==> config.mk <==
export PLATFORM = sky130hd
export DESIGN_NAME = phy_mode_control_registers
export DESIGN_NICKNAME = d
export VERILOG_FILES = /design/src/core/phy_mode_pkg.sv /design/src/core/bit_sync.sv /design/src/core/fef_pattern.sv /design/src/core/phy_mode_control_registers.sv
export VERILOG_INCLUDE_DIRS = /design/src /design/src/core
export SDC_FILE = /design/constraint.sdc
export NUM_CORES = 1
export LEC_CHECK = 0
export ABC_AREA = 1
export BUFFER_PORTS_ARGS = -buffer_cell sky130_fd_sc_hd__buf_2
export CAP_MARGIN = 10
export CELL_PAD_IN_SITES_DETAIL_PLACEMENT = 1
export CELL_PAD_IN_SITES_GLOBAL_PLACEMENT = 1
export CORE_ASPECT_RATIO = 2
export CORE_MARGIN = 2
export CORE_UTILIZATION = 30
export DETAILED_ROUTE_END_ITERATION = 10
export PLACE_DENSITY = 0.66
export SYNTH_ARGS = -nofsm -noshare
export SYNTH_HDL_FRONTEND = slang
export SYNTH_HIERARCHICAL = 1
export SYNTH_SLANG_ARGS = --single-unit
==> constraint.sdc <==
create_clock -name pclk -period 1.8 [get_ports pclk]
set_input_delay 0.09 -clock pclk [delete_from_list [all_inputs] [get_ports pclk]]
set_output_delay 0.09 -clock pclk [all_outputs]
set_load 0.01 [all_outputs]
==> src/core/phy_mode_defines.svh <==
// Offsets, field positions, reset values and timing counts of the mode block
`ifndef PHY_MODE_DEFINES_SVH
`define PHY_MODE_DEFINES_SVH

// Register indices; byte address is four times the index
`define IDX_CONTROL      5'h00
`define IDX_STATUS       5'h01
`define IDX_ID_HIGH      5'h02
`define IDX_ID_LOW       5'h03
`define IDX_AN_ADVERT    5'h04
`define IDX_AN_PARTNER   5'h05
`define IDX_AN_EXPANSION 5'h06
`define IDX_AN_NEXT_PAGE 5'h07
`define IDX_PARTNER_NP   5'h08
`define IDX_RX_ERR_COUNT 5'h15
`define IDX_MODE_STATUS  5'h1e
`define IDX_IRQ_CTRL     5'h1b
`define IDX_VENDOR_CTRL  5'h1f

// Basic control bit positions
`define CTL_RESET      15
`define CTL_LOOPBACK   14
`define CTL_SPEED      13
`define CTL_AN_ENABLE  12
`define CTL_POWER_DOWN 11
`define CTL_ISOLATE    10
`define CTL_AN_RESTART 9
`define CTL_DUPLEX     8
`define CTL_COL_TEST   7
`define CTL_TX_DISABLE 0
`define CTL_RW_MASK    16'h7d81

// Vendor control bit positions and reset value
`define VND_MDIX_DISABLE 13
`define VND_PS_DISABLE   10
`define VND_RW_MASK      16'h2400
`define VND_RESET        16'h0000

// Basic status: ability flags 15:11 and link bit
`define STS_ABILITY_LSB 11
`define STS_ABILITY     5'h0f
`define STS_LINK        2

// Far-end-fault pattern: ones before the single zero
`define FEF_ONES 84

// Software reset hold time
`define CLK_PERIOD_NS   10
`define SW_RESET_NS     100
`define SW_RESET_CYCLES ((`SW_RESET_NS + `CLK_PERIOD_NS - 1) / `CLK_PERIOD_NS)

`endif

==> src/core/phy_mode_pkg.sv <==
// Types shared by the mode and control block
package phy_mode_pkg;

  typedef struct packed {
    logic speed;
    logic autoneg;
    logic isolate;
    logic duplex;
    logic fef_enable;
    logic back_to_back;
  } strap_type;

  typedef struct packed {
    logic power_down;
    logic power_saving;
    logic fibre_mode;
    logic autoneg_active;
    logic mdix_enable;
    logic speed_100;
    logic full_duplex;
    logic loopback;
    logic isolate;
    logic collision_test;
    logic block_10base_link;
    logic link_up;
  } mode_type;

  typedef enum logic [1:0] {
    copper_mode,
    fibre_no_signal,
    fibre_signal
  } fibre_state_type;

  typedef enum logic {
    reset_hold,
    running
  } reset_state_type;

endpackage : phy_mode_pkg

==> src/core/bit_sync.sv <==
// Two-flop synchroniser for a group of pin levels
`timescale 1ns/1ps
`default_nettype none

module bit_sync #(
  parameter int WIDTH = 1
) (
  input  wire logic             pclk,
  input  wire logic             presetn,
  input  wire logic [WIDTH-1:0] async_in,
  output logic      [WIDTH-1:0] sync_out
);

  logic [WIDTH-1:0] stage1;

  always_ff @(posedge pclk or negedge presetn) begin
    if (!presetn) begin
      stage1   <= '0;
      sync_out <= '0;
    end else begin
      stage1   <= async_in;
      sync_out <= stage1;
    end
  end

endmodule : bit_sync

`default_nettype wire

==> src/core/fef_pattern.sv <==
// Far-end-fault pattern generator and receive detector
`timescale 1ns/1ps
`default_nettype none
`include "phy_mode_defines.svh"

module fef_pattern #(
  parameter int ONES = `FEF_ONES
) (
  input  wire logic pclk,
  input  wire logic presetn,
  input  wire logic bit_en,
  input  wire logic gen_en,
  input  wire logic data_bit,
  input  wire logic rx_bit,
  output logic      tx_bit,
  output logic      fef_seen
);

  logic [6:0] gen_count;
  logic [6:0] run_count;

  ////////////////////////////////////////////////////////////////////////////
  // Transmit: ones then one zero, else MAC data untouched
  always_ff @(posedge pclk or negedge presetn) begin
    if (!presetn) begin
      gen_count <= 7'h00;
      tx_bit    <= 1'b0;
    end else if (!gen_en) begin
      gen_count <= 7'h00;
      tx_bit    <= data_bit;
    end else if (bit_en) begin
      tx_bit    <= (gen_count != 7'(ONES));
      gen_count <= (gen_count == 7'(ONES)) ? 7'h00 : gen_count + 7'h01;
    end
  end

  ////////////////////////////////////////////////////////////////////////////
  // Receive: exactly ONES ones closed by a zero marks a fault
  always_ff @(posedge pclk or negedge presetn) begin
    if (!presetn) begin
      run_count <= 7'h00;
      fef_seen  <= 1'b0;
    end else if (bit_en) begin
      if (rx_bit) begin
        // Saturate just past ONES so long idle runs do not match
        if (run_count <= 7'(ONES)) begin
          run_count <= run_count + 7'h01;
        end
      end else begin
        fef_seen  <= (run_count == 7'(ONES));
        run_count <= 7'h00;
      end
    end
  end

endmodule : fef_pattern

`default_nettype wire

==> src/core/phy_mode_control_registers.sv <==
// Mode, power and control registers of the 10/100 transceiver
//
// Summary of operation
// Power down by control bit or pin
// Power saving idles all but energy detect
// Fibre mode forces 100M, no autoneg, no auto crossover
// Fibre select decodes copper, no-signal, signal
// No signal sends 84 ones then zero
// Received fault pattern forces link down
// Received fault leaves transmit data alone
// Low strap suppresses fault pattern generation
// System wires two devices back to back
// Back-to-back copper autoneg blocks 10M link
// Media converter: TXD2 tristates, RXD2 energy
// Registers 0-8, 15h, 1bh, 1fh exist
// Control bit 15 resets, self-clears
// Control bit 14 loop-back, resets zero
// Control bit 13 speed, strap default
// Control bit 12 autoneg overrides speed, duplex
// Control bit 10 isolates MAC and line
// Control bit 9 restarts autoneg, self-clears
// Control bit 8 duplex, strap default
// Control bit 7 collision test, resets zero
// Control bit 0 disables transmitter
// Status 15:11 report fixed abilities
// Control bits 6:1 read zero
`timescale 1ns/1ps
`default_nettype none
`include "phy_mode_defines.svh"

module phy_mode_control_registers
  import phy_mode_pkg::*;
#(
  parameter logic [15:0] ID_HIGH = 16'h1234,  // Arbitrary identity value
  parameter logic [15:0] ID_LOW  = 16'h5678   // Arbitrary identity value
) (
  input  wire logic        pclk,
  input  wire logic        presetn,
  input  wire logic [7:0]  paddr,
  input  wire logic        psel,
  input  wire logic        penable,
  input  wire logic        pwrite,
  input  wire logic [31:0] pwdata,
  output logic      [31:0] prdata,
  output logic             pready,
  output logic             pslverr,
  input  wire strap_type   strap_pins,
  input  wire logic        power_down_pin_n,
  input  wire logic        fibre_above_low,
  input  wire logic        fibre_above_high,
  input  wire logic        txd2_pin,
  input  wire logic        energy_detect_pin,
  input  wire logic        link_ok,
  input  wire logic        an_speed_100,
  input  wire logic        an_full_duplex,
  input  wire logic        rx_error_pulse,
  input  wire logic        line_bit_en,
  input  wire logic        mac_tx_bit,
  input  wire logic        rx_line_bit,
  output mode_type         mode,
  output logic             line_tx_bit,
  output logic             line_tx_enable,
  output logic             rxd2_energy,
  output logic             an_restart,
  output logic             soft_reset_active
);

  localparam int RST_CYCLES = `SW_RESET_CYCLES;

  strap_type        strap_sync;
  logic             pd_pin_n_sync;
  logic             fx_low_sync;
  logic             fx_high_sync;
  logic             txd2_sync;
  logic             energy_sync;
  strap_type        strap;
  reset_state_type  reset_state;
  logic [7:0]       reset_count;
  logic [15:0]      control;
  logic [15:0]      vendor;
  logic [15:0]      rx_err_count;
  fibre_state_type  fibre_state;
  logic             fef_rx_seen;
  logic             fef_tx_bit;
  logic             fef_gen;
  logic [4:0]       reg_index;
  logic             mapped;
  logic             wr_access;
  logic [15:0]      read_value;
  logic             next_power_down;
  logic             next_fibre;
  logic             next_an_active;
  logic             next_link_up;
  logic             next_block_10;

  ////////////////////////////////////////////////////////////////////////////
  // Pin synchronisers
  bit_sync #(
    .WIDTH ($bits(strap_type) + 5)
  ) pin_sync (
    .pclk     (pclk),
    .presetn  (presetn),
    .async_in ({strap_pins, power_down_pin_n, fibre_above_low,
                fibre_above_high, txd2_pin, energy_detect_pin}),
    .sync_out ({strap_sync, pd_pin_n_sync, fx_low_sync,
                fx_high_sync, txd2_sync, energy_sync})
  );

  ////////////////////////////////////////////////////////////////////////////
  // Reset sequencing; straps are caught at the end of every reset hold
  always_ff @(posedge pclk or negedge presetn) begin
    if (!presetn) begin
      reset_state <= reset_hold;
      reset_count <= 8'h00;
    end else begin
      unique case (reset_state)
        reset_hold: begin
          // Hold long enough for the strap synchroniser to settle
          if (reset_count >= 8'(RST_CYCLES - 1)) begin
            reset_state <= running;
            reset_count <= 8'h00;
          end else begin
            reset_count <= reset_count + 8'h01;
          end
        end
        running: begin
          if (wr_access && reg_index == `IDX_CONTROL && pwdata[`CTL_RESET]) begin
            reset_state <= reset_hold;
          end
        end
      endcase
    end
  end

  always_ff @(posedge pclk or negedge presetn) begin
    if (!presetn) begin
      strap <= '0;
    end else if (reset_state == reset_hold) begin
      strap <= strap_sync;
    end
  end

  assign soft_reset_active = (reset_state == reset_hold);

  ////////////////////////////////////////////////////////////////////////////
  // APB decode
  assign reg_index = paddr[6:2];
  assign wr_access = psel && penable && pwrite && mapped;
  assign pready    = 1'b1;
  assign pslverr   = psel && penable && !mapped;

  always_comb begin
    unique case (reg_index)
      `IDX_CONTROL, `IDX_STATUS, `IDX_ID_HIGH, `IDX_ID_LOW,
      `IDX_AN_ADVERT, `IDX_AN_PARTNER, `IDX_AN_EXPANSION,
      `IDX_AN_NEXT_PAGE, `IDX_PARTNER_NP, `IDX_RX_ERR_COUNT,
      `IDX_IRQ_CTRL, `IDX_MODE_STATUS, `IDX_VENDOR_CTRL:
        mapped = !paddr[7];
      default:
        mapped = 1'b0;
    endcase
  end

  ////////////////////////////////////////////////////////////////////////////
  // Basic control register
  always_ff @(posedge pclk or negedge presetn) begin
    if (!presetn) begin
      control <= 16'h0000;
    end else if (reset_state == reset_hold) begin
      control                 <= 16'h0000;
      control[`CTL_SPEED]     <= strap_sync.speed;
      control[`CTL_AN_ENABLE] <= strap_sync.autoneg;
      control[`CTL_ISOLATE]   <= strap_sync.isolate;
      control[`CTL_DUPLEX]    <= strap_sync.duplex;
    end else if (wr_access && reg_index == `IDX_CONTROL) begin
      // Self-clearing and reserved bits are never stored
      control <= pwdata[15:0] & `CTL_RW_MASK;
    end
  end

  // Restart pulse lasts one cycle and is the bit's only trace
  always_ff @(posedge pclk or negedge presetn) begin
    if (!presetn) begin
      an_restart <= 1'b0;
    end else begin
      an_restart <= wr_access && reg_index == `IDX_CONTROL &&
                    pwdata[`CTL_AN_RESTART] && !pwdata[`CTL_RESET] &&
                    reset_state == running;
    end
  end

  ////////////////////////////////////////////////////////////////////////////
  // Vendor control register
  always_ff @(posedge pclk or negedge presetn) begin
    if (!presetn) begin
      vendor <= `VND_RESET;
    end else if (reset_state == reset_hold) begin
      vendor <= `VND_RESET;
    end else if (wr_access && reg_index == `IDX_VENDOR_CTRL) begin
      vendor <= pwdata[15:0] & `VND_RW_MASK;
    end
  end

  ////////////////////////////////////////////////////////////////////////////
  // Receive error counter, saturating, read only
  always_ff @(posedge pclk or negedge presetn) begin
    if (!presetn) begin
      rx_err_count <= 16'h0000;
    end else if (reset_state == reset_hold) begin
      rx_err_count <= 16'h0000;
    end else if (rx_error_pulse && rx_err_count != 16'hffff) begin
      rx_err_count <= rx_err_count + 16'h0001;
    end
  end

  ////////////////////////////////////////////////////////////////////////////
  // Fibre select decode
  always_comb begin
    if (!fx_low_sync) begin
      fibre_state = copper_mode;
    end else if (!fx_high_sync) begin
      fibre_state = fibre_no_signal;
    end else begin
      fibre_state = fibre_signal;
    end
  end

  assign fef_gen = (fibre_state == fibre_no_signal) && strap.fef_enable;

  fef_pattern #(
    .ONES (`FEF_ONES)
  ) fef (
    .pclk     (pclk),
    .presetn  (presetn),
    .bit_en   (line_bit_en),
    .gen_en   (fef_gen),
    .data_bit (mac_tx_bit),
    .rx_bit   (rx_line_bit),
    .tx_bit   (fef_tx_bit),
    .fef_seen (fef_rx_seen)
  );

  // Transmit path ignores received faults entirely
  assign line_tx_bit = fef_tx_bit;

  ////////////////////////////////////////////////////////////////////////////
  // Operating mode
  assign next_power_down = control[`CTL_POWER_DOWN] || !pd_pin_n_sync;
  assign next_fibre      = (fibre_state != copper_mode);
  assign next_an_active  = control[`CTL_AN_ENABLE] && !next_fibre;
  // Converter copper side: autoneg must not settle on 10M
  assign next_block_10   = strap.back_to_back && !next_fibre &&
                           next_an_active;
  assign next_link_up    = link_ok && !fef_rx_seen && !next_power_down &&
                           (fibre_state != fibre_no_signal) &&
                           !(next_block_10 && !an_speed_100);

  always_ff @(posedge pclk or negedge presetn) begin
    if (!presetn) begin
      mode <= '0;
    end else begin
      mode.power_down     <= next_power_down;
      // Saving mode needs no link and no line energy
      mode.power_saving   <= !vendor[`VND_PS_DISABLE] && !next_link_up &&
                             !energy_sync;
      mode.fibre_mode     <= next_fibre;
      mode.autoneg_active <= next_an_active;
      mode.mdix_enable    <= !vendor[`VND_MDIX_DISABLE] && !next_fibre;
      if (next_fibre) begin
        mode.speed_100 <= 1'b1;
      end else if (next_an_active) begin
        mode.speed_100 <= an_speed_100;
      end else begin
        mode.speed_100 <= control[`CTL_SPEED];
      end
      mode.full_duplex       <= next_an_active ? an_full_duplex
                                               : control[`CTL_DUPLEX];
      mode.loopback          <= control[`CTL_LOOPBACK];
      mode.isolate           <= control[`CTL_ISOLATE];
      mode.collision_test    <= control[`CTL_COL_TEST];
      mode.block_10base_link <= next_block_10;
      mode.link_up           <= next_link_up;
    end
  end

  ////////////////////////////////////////////////////////////////////////////
  // Line driver and converter energy output
  always_ff @(posedge pclk or negedge presetn) begin
    if (!presetn) begin
      line_tx_enable <= 1'b0;
      rxd2_energy    <= 1'b0;
    end else begin
      line_tx_enable <= !(next_power_down || control[`CTL_ISOLATE] ||
                          control[`CTL_TX_DISABLE] || mode.power_saving ||
                          (strap.back_to_back && txd2_sync) ||
                          reset_state == reset_hold);
      rxd2_energy    <= strap.back_to_back && energy_sync;
    end
  end

  ////////////////////////////////////////////////////////////////////////////
  // Read mux
  always_comb begin
    read_value = 16'h0000;
    unique case (reg_index)
      `IDX_CONTROL: begin
        read_value                  = control;
        read_value[`CTL_RESET]      = (reset_state == reset_hold);
        read_value[`CTL_AN_RESTART] = an_restart;
      end
      `IDX_STATUS: begin
        read_value[15:`STS_ABILITY_LSB] = `STS_ABILITY;
        read_value[`STS_LINK]           = mode.link_up;
      end
      `IDX_ID_HIGH:      read_value = ID_HIGH;
      `IDX_ID_LOW:       read_value = ID_LOW;
      `IDX_RX_ERR_COUNT: read_value = rx_err_count;
      `IDX_VENDOR_CTRL:  read_value = vendor;
      `IDX_MODE_STATUS: begin
        read_value[0] = mode.fibre_mode;
        read_value[1] = (fibre_state == fibre_signal);
        read_value[2] = fef_gen;
        read_value[3] = fef_rx_seen;
        read_value[4] = mode.power_down;
        read_value[5] = mode.power_saving;
        read_value[6] = strap.back_to_back;
      end
      default:           read_value = 16'h0000;
    endcase
  end

  // Read data is latched in the setup phase, so it is stable in access
  always_ff @(posedge pclk or negedge presetn) begin
    if (!presetn) begin
      prdata <= 32'h0000_0000;
    end else if (psel && !penable) begin
      prdata <= (!pwrite && mapped) ? {16'h0000, read_value} : 32'h0000_0000;
    end
  end

endmodule : phy_mode_control_registers

`default_nettype wire

; Word level (Yosys, flattened, before mapping)
; Cells that the tools add are included.
[totals]
ff_bits = 143
[classes]
addsub = 4
n_lt_le_gt_ge = 2
eq_ne = 24
mux = 29
n_bitwise = 2
n_reduce_logical = 54
[ops]
columns = operator, n
row1 = 16-bit two-way mux, 5
row2 = 7-bit two-way mux, 5
row3 = 15-bit two-way mux, 2
row4 = 5-bit case mux with 6 select lines, 1
row5 = 1-bit logical AND, 27
row6 = 4-bit case mux with 6 select lines, 1
row7 = "5-bit by 3-bit equality test with 1-bit output, second input constant", 4
row8 = "5-bit equality test, second input constant", 4
row9 = 4-bit case mux with 5 select lines, 1
row10 = "16-bit by 1-bit adder with 16-bit output, second input constant", 1
row11 = 1-bit logical NOT, 16
row12 = "16-bit inequality test, second input constant", 1
row13 = "7-bit by 1-bit adder with 7-bit output, second input constant", 2
row14 = "7-bit equality test, second input constant", 2
row15 = 13-bit OR reduction, 1
row16 = "5-bit by 2-bit equality test with 1-bit output, second input constant", 2
row17 = "2-bit by 1-bit inequality test with 1-bit output, second input constant", 5
row18 = "8-bit by 1-bit adder with 8-bit output, second input constant", 1
row19 = "8-bit by 4-bit greater-or-equal comparator with 1-bit output, second input constant", 1
row20 = 1-bit two-way mux, 8
row21 = 8-bit two-way mux, 1
row22 = 2-bit case mux with 4 select lines, 1
row23 = "7-bit less-or-equal comparator, second input constant", 1
row24 = "7-bit inequality test, second input constant", 1
row25 = 13 further kinds, 21

; Depth between registers and ports, before layout
; Gate-level depths: netlist of run 1.
[depth]
depth_word = 12
mapped_depth = 11
depth_no_buf = 11

; Cells and area by module
; The synthesis of run 1 kept the hierarchy.
[by_module_without_submodules]
columns = module, n_inst, cells_per_inst, area_each_um2, seq_area_each_um2
row1 = phy_mode_control_registers, 1, 481, 3723.6, 1701.6
row2 = fef_pattern, 1, 135, 1011.0, 400.4
row3 = bit_sync, 1, 22, 550.5, 550.5

; Worst setup path after synthesis of run 1
; OpenSTA, ideal clock, no wires.
[synth_path]
path_kind = register -> register
startpoint = register pin_sync.sync_out[3]
endpoint = register fef.gen_count[6]
setup_time_ns = 0.117
arrival_time_ns = 1.544
setup_slack_ns = 0.140
path_stages_with_launch = 10
n_path_buf = 0
synth_period_minus_slack_ns = 1.660
cell_sequence = dfrtp_1 inv_1 nor3b_1 nand2_4 nand2_4 nor2_2 nand2_2 nor2_4 nor2_1 nor2_1
[synth_between]
elab_chain_len = 4
[synth_rtl]
columns = item, line_no
row1 = start: declaration, bit_sync.sv:11  ; output logic [WIDTH-1:0] sync_out
row2 = start signal: assignment, bit_sync.sv:22  ; sync_out <= stage1;
row3 = 2-bit two-way mux (*), phy_mode_control_registers.sv:219  ; if (!fx_low_sync) begin
row4 = 2-bit by 1-bit equality test with 1-bit output (*), phy_mode_control_registers.sv:228  ; assign fef_gen = (fibre_state == fibre_no_signal) && strap.fef_enable;
row5 = 1-bit logical AND (*), phy_mode_control_registers.sv:228
row6 = via fef_gen, phy_mode_control_registers.sv:85  ; logic fef_gen;
row7 = 2-bit inequality test (no line) or 7-bit two-way mux (tied branches), --
row8 = end signal: assignment, fef_pattern.sv:33  ; gen_count <= (gen_count == 7'(ONES)) ? 7'h00 : gen_count + 7'h01;
row9 = end: declaration, fef_pattern.sv:19  ; logic [6:0] gen_count;
; The timed path passes the listed nets; every way through them passes the cells marked *.
; A chain may end at the register's enable or synchronous reset.

; Worst setup path in the final report of run 1
[layout_path]
startpoint = register rx_err_count[1]
endpoint = register rx_err_count[13]
[layout_between]
elab_chain_len = 3
[layout_rtl]
columns = item, line_no
row1 = start: declaration, phy_mode_control_registers.sv:81  ; logic [15:0] rx_err_count;
row2 = start signal: assignment, phy_mode_control_registers.sv:212  ; rx_err_count <= rx_err_count + 16'h0001;
row3 = 16-bit by 1-bit adder with 16-bit output or 16-bit inequality test (tied branches), "phy_mode_control_registers.sv:212, phy_mode_control_registers.sv:211"
row4 = 16-bit two-way mux or 1-bit logical AND (tied branches), phy_mode_control_registers.sv:211  ; end else if (rx_error_pulse && rx_err_count != 16'hffff) begin
row5 = 16-bit two-way mux or 2-bit by 1-bit inequality test with 1-bit output (tied branches), --
; Several ways; a longest one is shown, not always the timed one. The select of a mux whose other input is x is not followed.

==> impl_results.md, run 1 <==
- Post-DR vias/cell: roughly 4.7
- CTS Buffer Depth: 2
- Pwr Density: 864.1 nW/µm²
- Syn. warnings: 6
- Gpl congestion: 0.8584
- Final HPWL DP: 12180 µm
- WL/cell: 15.78 µm
- Post-synthesis sequential area ratio: about half
- FP Rows: 68
- Global-route wire length before repair: around 25000 µm
- Crit-path cells: ha_1 > nand3_1 > nor3_4 > nand3_1 > nand2_2 > nand2_2 > buf_4 > nand2_1 > o21ai_0
- Cell Area, Placed: 5944 µm²
- Fin crit share: 91.66%
- Area leader, netlist: dfrtp_1
- Worst endpoint required time: 2.04 ns
- Compound-Gate Fraction of Synth Area: 8.570%
- FF-to-FF Start: rx_err_count[1]$_DFFE_PN0P_
- Xor/xnor share of the synthesized area: 1.326%
- CP max stage delay: 0.38 ns
- Layout Cells excl Fill: 960
- Layout fillers: 2115
- Initial drt markers: 120
- Most common cell after layout, fill and taps aside: nand2_1
- Mux cell area share after synthesis: 0%
- #FFs+latches synth: 106
- Slew headroom: 66.43%
- Core Area: roughly 17000 µm²
- Fmax: 606.1 MHz
- Synth Area in Adders: 1.894%
- Die Area: 18760 µm²
- Main combinational cell family by area after synthesis: simple AND/OR/NAND/NOR gates
- Syn_area_per_cell: 8.284 µm²
- Post-DRT Antenna Nets: 0
- Leakage: 3.257 nW
- Critical path type: register to register
- Largest net degree at the start of global routing: 46
- Minimum clock period: 1.650 ns
- Worst slew pin tran: approximately 0.50 ns
- Syn Std Cell Area: 5285 µm²
- Most frequent cells in the layout: nand2_1, dfrtp_1, buf_2, inv_1, nor2_1
- Port Buffers: just over 70
- Grt total ovfl: 0
- Worst VDD drop: 0.4733 mV
- Vias in the first global route: 4977
- H-tree Lvls: 3
- Die Width: 97.86 µm
- Hold path start: link_ok
- Placed insts: 926
- Die H: between 150 and 200 µm
- CP endpoint kind: register
- Gate Count Post-Synth: 638
- Initial Util: 30.60%
- CTS buffer count: 9
- Max Clock Skew: 0.007916 ns
- CTS tree: built
- Worst Path Buf+Inv: 1
- Remaining DRCs: 0
- Worst-path clk slew: roughly 0.080 ns
- Hold Crit Class: input port to register
- CP max-delay cell: dfrtp_1
- Synth cell types: 42
- Area contributors post-synth: dfrtp_1, nand2_1, inv_1
- Sink Count: 106
- Cell area after layout: 6445 µm²
- Max Cap Violations: 0
- Max-slew violations: 0
- WP data arrival: 1.89 ns
- Share of layout cells above drive strength 1: between 20% and 30%
- Finished Core Util: between 30% and 40%
- Seq. cell area: 2653 µm²
- Via count: about 4500
- Post-synthesis simple-gate area fraction: between 20% and 30%
- Final setup vio count: 0
- Final Hold Viols: 0
- Routed WL: 15150 µm
- Antenna violations before repair: 0
- Area Overhead vs Synth: 21.95%
- ANT cells: 0
- Final Net Count: 816
- Crit Path Max Fanout: 6
- Final hold slack: 0.02849 ns
- Outcome: finished, final reports clean
- Share of the synthesized area in the top cell type: around half
- Io pins: between 100 and 150
- Multi-input logic area: 2203 µm²
- Crit path max-delay family: simple AND/OR/NAND/NOR gates
- Overall Global Routing Usage: 16.83%
- Clock root cell: clkbuf_16
- Clk_lat worst skew: 0.36 ns
- Drt pass-1 iters: 4
- CP Launch Type: register
- Crit path from: rx_err_count[1]$_DFFE_PN0P_
==> registers in the layout (all words and copies together) (netlist names), 2 cells and up <==
register / count
strap: 2
rx_err_count: 16
fef/gen_count: 7
prdata: 16
pin_sync/stage1: 11
control: 8
vendor: 2
reset_count: 8
mode: 12
fef/run_count: 7
pin_sync/sync_out: 11
==> worst register-to-register path, stage by stage, from the launching register on <==
cell     delay, ns
dfrtp_1       0.38
ha_1          0.20
nand3_1       0.16
nor3_4        0.18
nand3_1       0.11
nand2_2       0.15
nand2_2       0.08
buf_4         0.15
nand2_1       0.06
o21ai_0       0.07
==> metrics by stage <==
stage	setup WS, ns	total power [mW]	setup TNS, ns
6_report	0.1501	5.569	0
5_1_grt	-0.00004730	5.843	-0.00004730
4_1_cts	0.1372	5.630	0
3_5_place_dp	0.1625	3.518	0
3_3_place_gp	0.1891	3.481	0
2_1_floorplan	0.1396	3.166	0
==> power by group <==
part	switching, mW	internal [mW]
logic	0.510	0.272
clock network	1.05	1.01
registers	0.151	2.57
total	1.71	3.86
==> area by class of cell <==
| class | count | area share [%] |
|---|---|---|
| inverter | 77 | 4.562 |
| clock buffer | 9 | 3.494 |
| clock inverter | 7 | 1.417 |
| tap | 210 | 4.077 |
| multi-input combinational | 441 | 34.19 |
| timing repair buffer | 110 | 11.10 |
| sequential | 106 | 41.16 |
==> Yosys cell counts, drive strengths merged <==
library cell and number:
a2111oi 1, a21oi 13, a31oi 1, buf 23, clkbuf 6, clkinv 1, conb 2, dfrtp 106
ha 8, inv 76, nand2 181, nand3 48, nand3b 2, nand4 13, nor2 69, nor3 12
nor3b 1, nor4 2, o211ai 1, o21a 1, o21ai 53, o22ai 4, o31ai 2, or2 4
xor2 8
==> logic make-up (layout without fill, tap and decap cells) <==
family,after synthesis,after routing
buffers and inverters,106,203
flip-flops,106,106
other,2,17
adder cells (fa/ha/maj),8,8
AO/OA/AOI/OAI,76,76
XOR/XNOR,8,8
AND/OR/NAND/NOR,332,332
==> layer usage <==
layer | track usage [%] | vias up | part of all wire, %
li1 | - | 2208 | -
met1 | 16.33 | 2223 | 35
met2 | 32.96 | 84 | 57
met3 | 2.693 | 31 | 2.9
met4 | 9.295 | 0 | 5.1
met5 | 0 | - | 0
==> repair_timing <==
item / in CTS / in global routing
hold buffers: 17 / 0
hold endpoints to repair: 121 / 0
endpoints found under the setup margin: 0 / 3
gates resized for setup: 0 / 2
setup buffers: 0 / 1
==> final timing paths <==
kind | end | slack (ns) | cells past startpoint
max in group asynchronous | prdata[15]$_DFFE_PN0P_ | 1.07 | 3
worst max register to register | rx_err_count[13]$_DFFE_PN0P_ | 0.15 | 9
worst min register to register | pin_sync/sync_out[3]$_DFF_PN0_ | 0.35 | 0
worst min-delay path | mode[0]$_DFF_PN0_ | 0.03 | 3
min in group asynchronous | fef/tx_bit$_DFFE_PN0P_ | 0.14 | 2
worst max-delay path | rx_err_count[13]$_DFFE_PN0P_ | 0.15 | 9
Power figures use the tool's default switching activity.
==> run 2, diff against run 1 <==
CORE_MARGIN = default   (was 2)
CTS_BUF_LIST = sky130_fd_sc_hd__clkbuf_2 sky130_fd_sc_hd__clkbuf_4 sky130_fd_sc_hd__clkbuf_8   (was default)
==> impl_results.md, run 2 (synthesized netlist as in run 1, its figures left out) <==
- Outcome: finished, final reports clean (unchanged)
- Max-slew violations: 0 (unchanged)
- Share of power burned in registers: 55.1% (was 48.8%)
- ANT cells: 0 (unchanged)
- Max Clock Skew: 0.01100 ns (was 0.007916 ns)
- Max Cap Violations: 0 (unchanged)
- Worst slew pin tran: 0.4625 ns (was 0.4990 ns)
- Worst-path clk slew: 0.11 ns (was 0.08 ns)
- WP data arrival: 1.95 ns (was 1.89 ns)
- Switching Share: 31.63% (was 30.76%)
- Most frequent cells in the layout: nand2_1, dfrtp_1, buf_2, inv_1, nor2_1 (unchanged)
- Internal power: 3.391 mW (was 3.856 mW)
- Switching pwr: 1.569 mW (was 1.713 mW)
- Fmax: 603.4 MHz (was 606.1 MHz)
- Worst endpoint required time: 2.09 ns (was 2.04 ns)
- CTS Buffer Depth: 2 (unchanged)
- Final Net Count: 820 (was 816)
- Initial Util: 30.60% (unchanged)
- Hold path start: pwdata[12] (was link_ok)
- Minimum clock period: 1.657 ns (was 1.650 ns)
- Comb pwr share: 15.7% (was 14.0%)
- RR Endpoint: rx_err_count[8]$_DFFE_PN0P_ (was rx_err_count[13]$_DFFE_PN0P_)
- Most common cell after layout, fill and taps aside: nand2_1 (unchanged)
- CP Launch Type: register (unchanged)
- Grt total ovfl: 0 (unchanged)
- Crit path capture: rx_err_count[8]$_DFFE_PN0P_ (was rx_err_count[13]$_DFFE_PN0P_)
- Via count: 4589 (was 4546)
- Tot Pwr: 4.959 mW (was 5.569 mW)
- Global-route wire length before repair: 24470 µm (was 24850 µm)
- Post-DR vias/cell: 4.760 (was 4.735)
- FP Rows: 68 (unchanged)
- CTS buffer count: 9 (unchanged)
- Clock root cell: clkbuf_8 (was clkbuf_16)
- CP endpoint kind: register (unchanged)
- Final HPWL DP: 12220 µm (was 12180 µm)
- Worst reg-to-reg setup slack: 0.14 ns (was 0.15 ns)
- Io pins: 114 (unchanged)
- Crit path from: rx_err_count[0]$_DFFE_PN0P_ (was rx_err_count[1]$_DFFE_PN0P_)
- Clock power frac: 29.2% (was 37.1%)
- Fin crit share: 92.07% (was 91.66%)
- Hold Crit Class: input port to register (unchanged)
- Core Area: 17270 µm² (unchanged)
- H-tree Lvls: 3 (unchanged)
- Share of layout cells above drive strength 1: 20.03% (was 20.40%)
- Die Area: 18180 µm² (was 18760 µm²)
- Routed WL: 15110 µm (was 15150 µm)
- Gpl congestion: 0.8344 (was 0.8584)
- FF-to-FF Start: rx_err_count[0]$_DFFE_PN0P_ (was rx_err_count[1]$_DFFE_PN0P_)
- Drt pass-1 iters: 4 (unchanged)
- Clk_lat worst skew: 0.39 ns (was 0.36 ns)
- Largest net degree at the start of global routing: 43 (was 46)
- Crit Path Max Fanout: 10 (was 6)
- Fin Setup TNS: 0 ns (unchanged)
- Initial drt markers: 92 (was 120)
- R2r worst-path depth: 9 (unchanged)
- Final hold slack: 0.03788 ns (was 0.02849 ns)
- CTS tree: built (unchanged)
- Vias in the first global route: 4935 (was 4977)
- Leakage: 3.198 nW (was 3.257 nW)
- Pwr Density: 779.3 nW/µm² (was 864.1 nW/µm²)
- Setup bufs post-CTS: 0 (unchanged)
- Sink Count: 106 (unchanged)
- Remaining DRCs: 0 (unchanged)
- Area Overhead vs Synth: 20.41% (was 21.95%)
- Slew headroom: 68.37% (was 66.43%)
- Port Buffers: 72 (unchanged)
- Overall Global Routing Usage: 17.85% (was 16.83%)
- RSZ-0062 raised after global routing: no
- Die H: 189.7 µm (was 191.7 µm)
- Critical path type: register to register (unchanged)
- Final setup vio count: 0 (unchanged)
- WL/cell: 15.68 µm (was 15.78 µm)
- Post-DRT Antenna Nets: 0 (unchanged)
- Final Hold Viols: 0 (unchanged)
- Die Width: 95.86 µm (was 97.86 µm)
- Worst VDD drop: 0.3163 mV (was 0.4733 mV)
- Antenna violations before repair: 0 (unchanged)
- Top flop regs: prdata x16, rx_err_count x16, mode x12 (unchanged)
run 2: changes by cell type in the layout (fill, tap and decap cells not counted), sizes merged:
cell and delta:
dlygate4sd3 +6, inv +1, clkinv -1, buf -2
run 2: area by class of cell:
type	instances	area, µm²
Clock inverter	7	67.56
Timing Repair Buffer	114	760.7
Sequential cell	106	2653
Tap cell	210	262.8
Multi-Input combinational cell	441	2202
Fill cell	2147	10910
Inverter	77	294.0
Clock buffer	9	123.9
run 2: power groups by stage:
| stage | Sequential [mW] | Clock [mW] | Combinational (mW) |
|---|---|---|---|
| after floorplan | 2.74 | 0 | 0.424 |
| after CTS | 2.73 | 1.53 | 0.790 |
| after detailed placement | 2.78 | 0 | 0.750 |
| final | 2.73 | 1.45 | 0.779 |
| after global routing | 2.76 | 1.59 | 0.872 |
| after global placement | 2.77 | 0 | 0.719 |
run 2: timing repair:
action                                  in CTS  in global routing
hold endpoints to repair                    85                  0
endpoints found under the setup margin       0                  3
resized for setup                            0                  1
hold buffers                                23                  0
run 2: critical path, stage by stage, from the launching register on:
cell	delay, ns
dfrtp_1	0.39
ha_1	0.21
nand3_1	0.12
nor3_2	0.18
nand3_1	0.13
nand2_2	0.16
nand2_4	0.12
inv_1	0.13
nand2_1	0.06
o31ai_1	0.06
run 2: worst min-delay path by stage:
stage,to,slack [ns],cells after the start
final,control[12]$_DFFE_PN0P_,0.04,5
after global routing,fef/run_count[1]$_DFFE_PN0P_,0.06,4
after CTS,control[10]$_DFFE_PN0P_,0.02,5
after detailed placement,fef/run_count[0]$_DFFE_PN0P_,0.05,1
after global placement,fef/run_count[0]$_DFFE_PN0P_,0.05,1
after floorplan,an_restart$_DFF_PN0_,-0.21,0
run 2: through the flow:
step,util [%],std cells,setup WS [ns],area (µm²)
2_1_floorplan,-,653,0.1396,5341
3_3_place_gp,34.37,925,0.1738,5937
3_5_place_dp,34.37,925,0.09215,5937
4_1_cts,36.82,964,0.07393,6359
5_1_grt,36.84,964,0.002621,6364
6_report,36.84,964,0.1428,6364
run 2: metal layers:
layer | wire [µm] | share of wire (%) | global-route usage (%) | vias up
met5 | 0 | 0 | 0 | -
met4 | 601 | 4.0 | 9.242 | 0
met3 | 378 | 2.5 | 2.278 | 30
met2 | 8879 | 59 | 35.16 | 88
met1 | 5252 | 35 | 17.07 | 2253
li1 | - | - | - | 2218
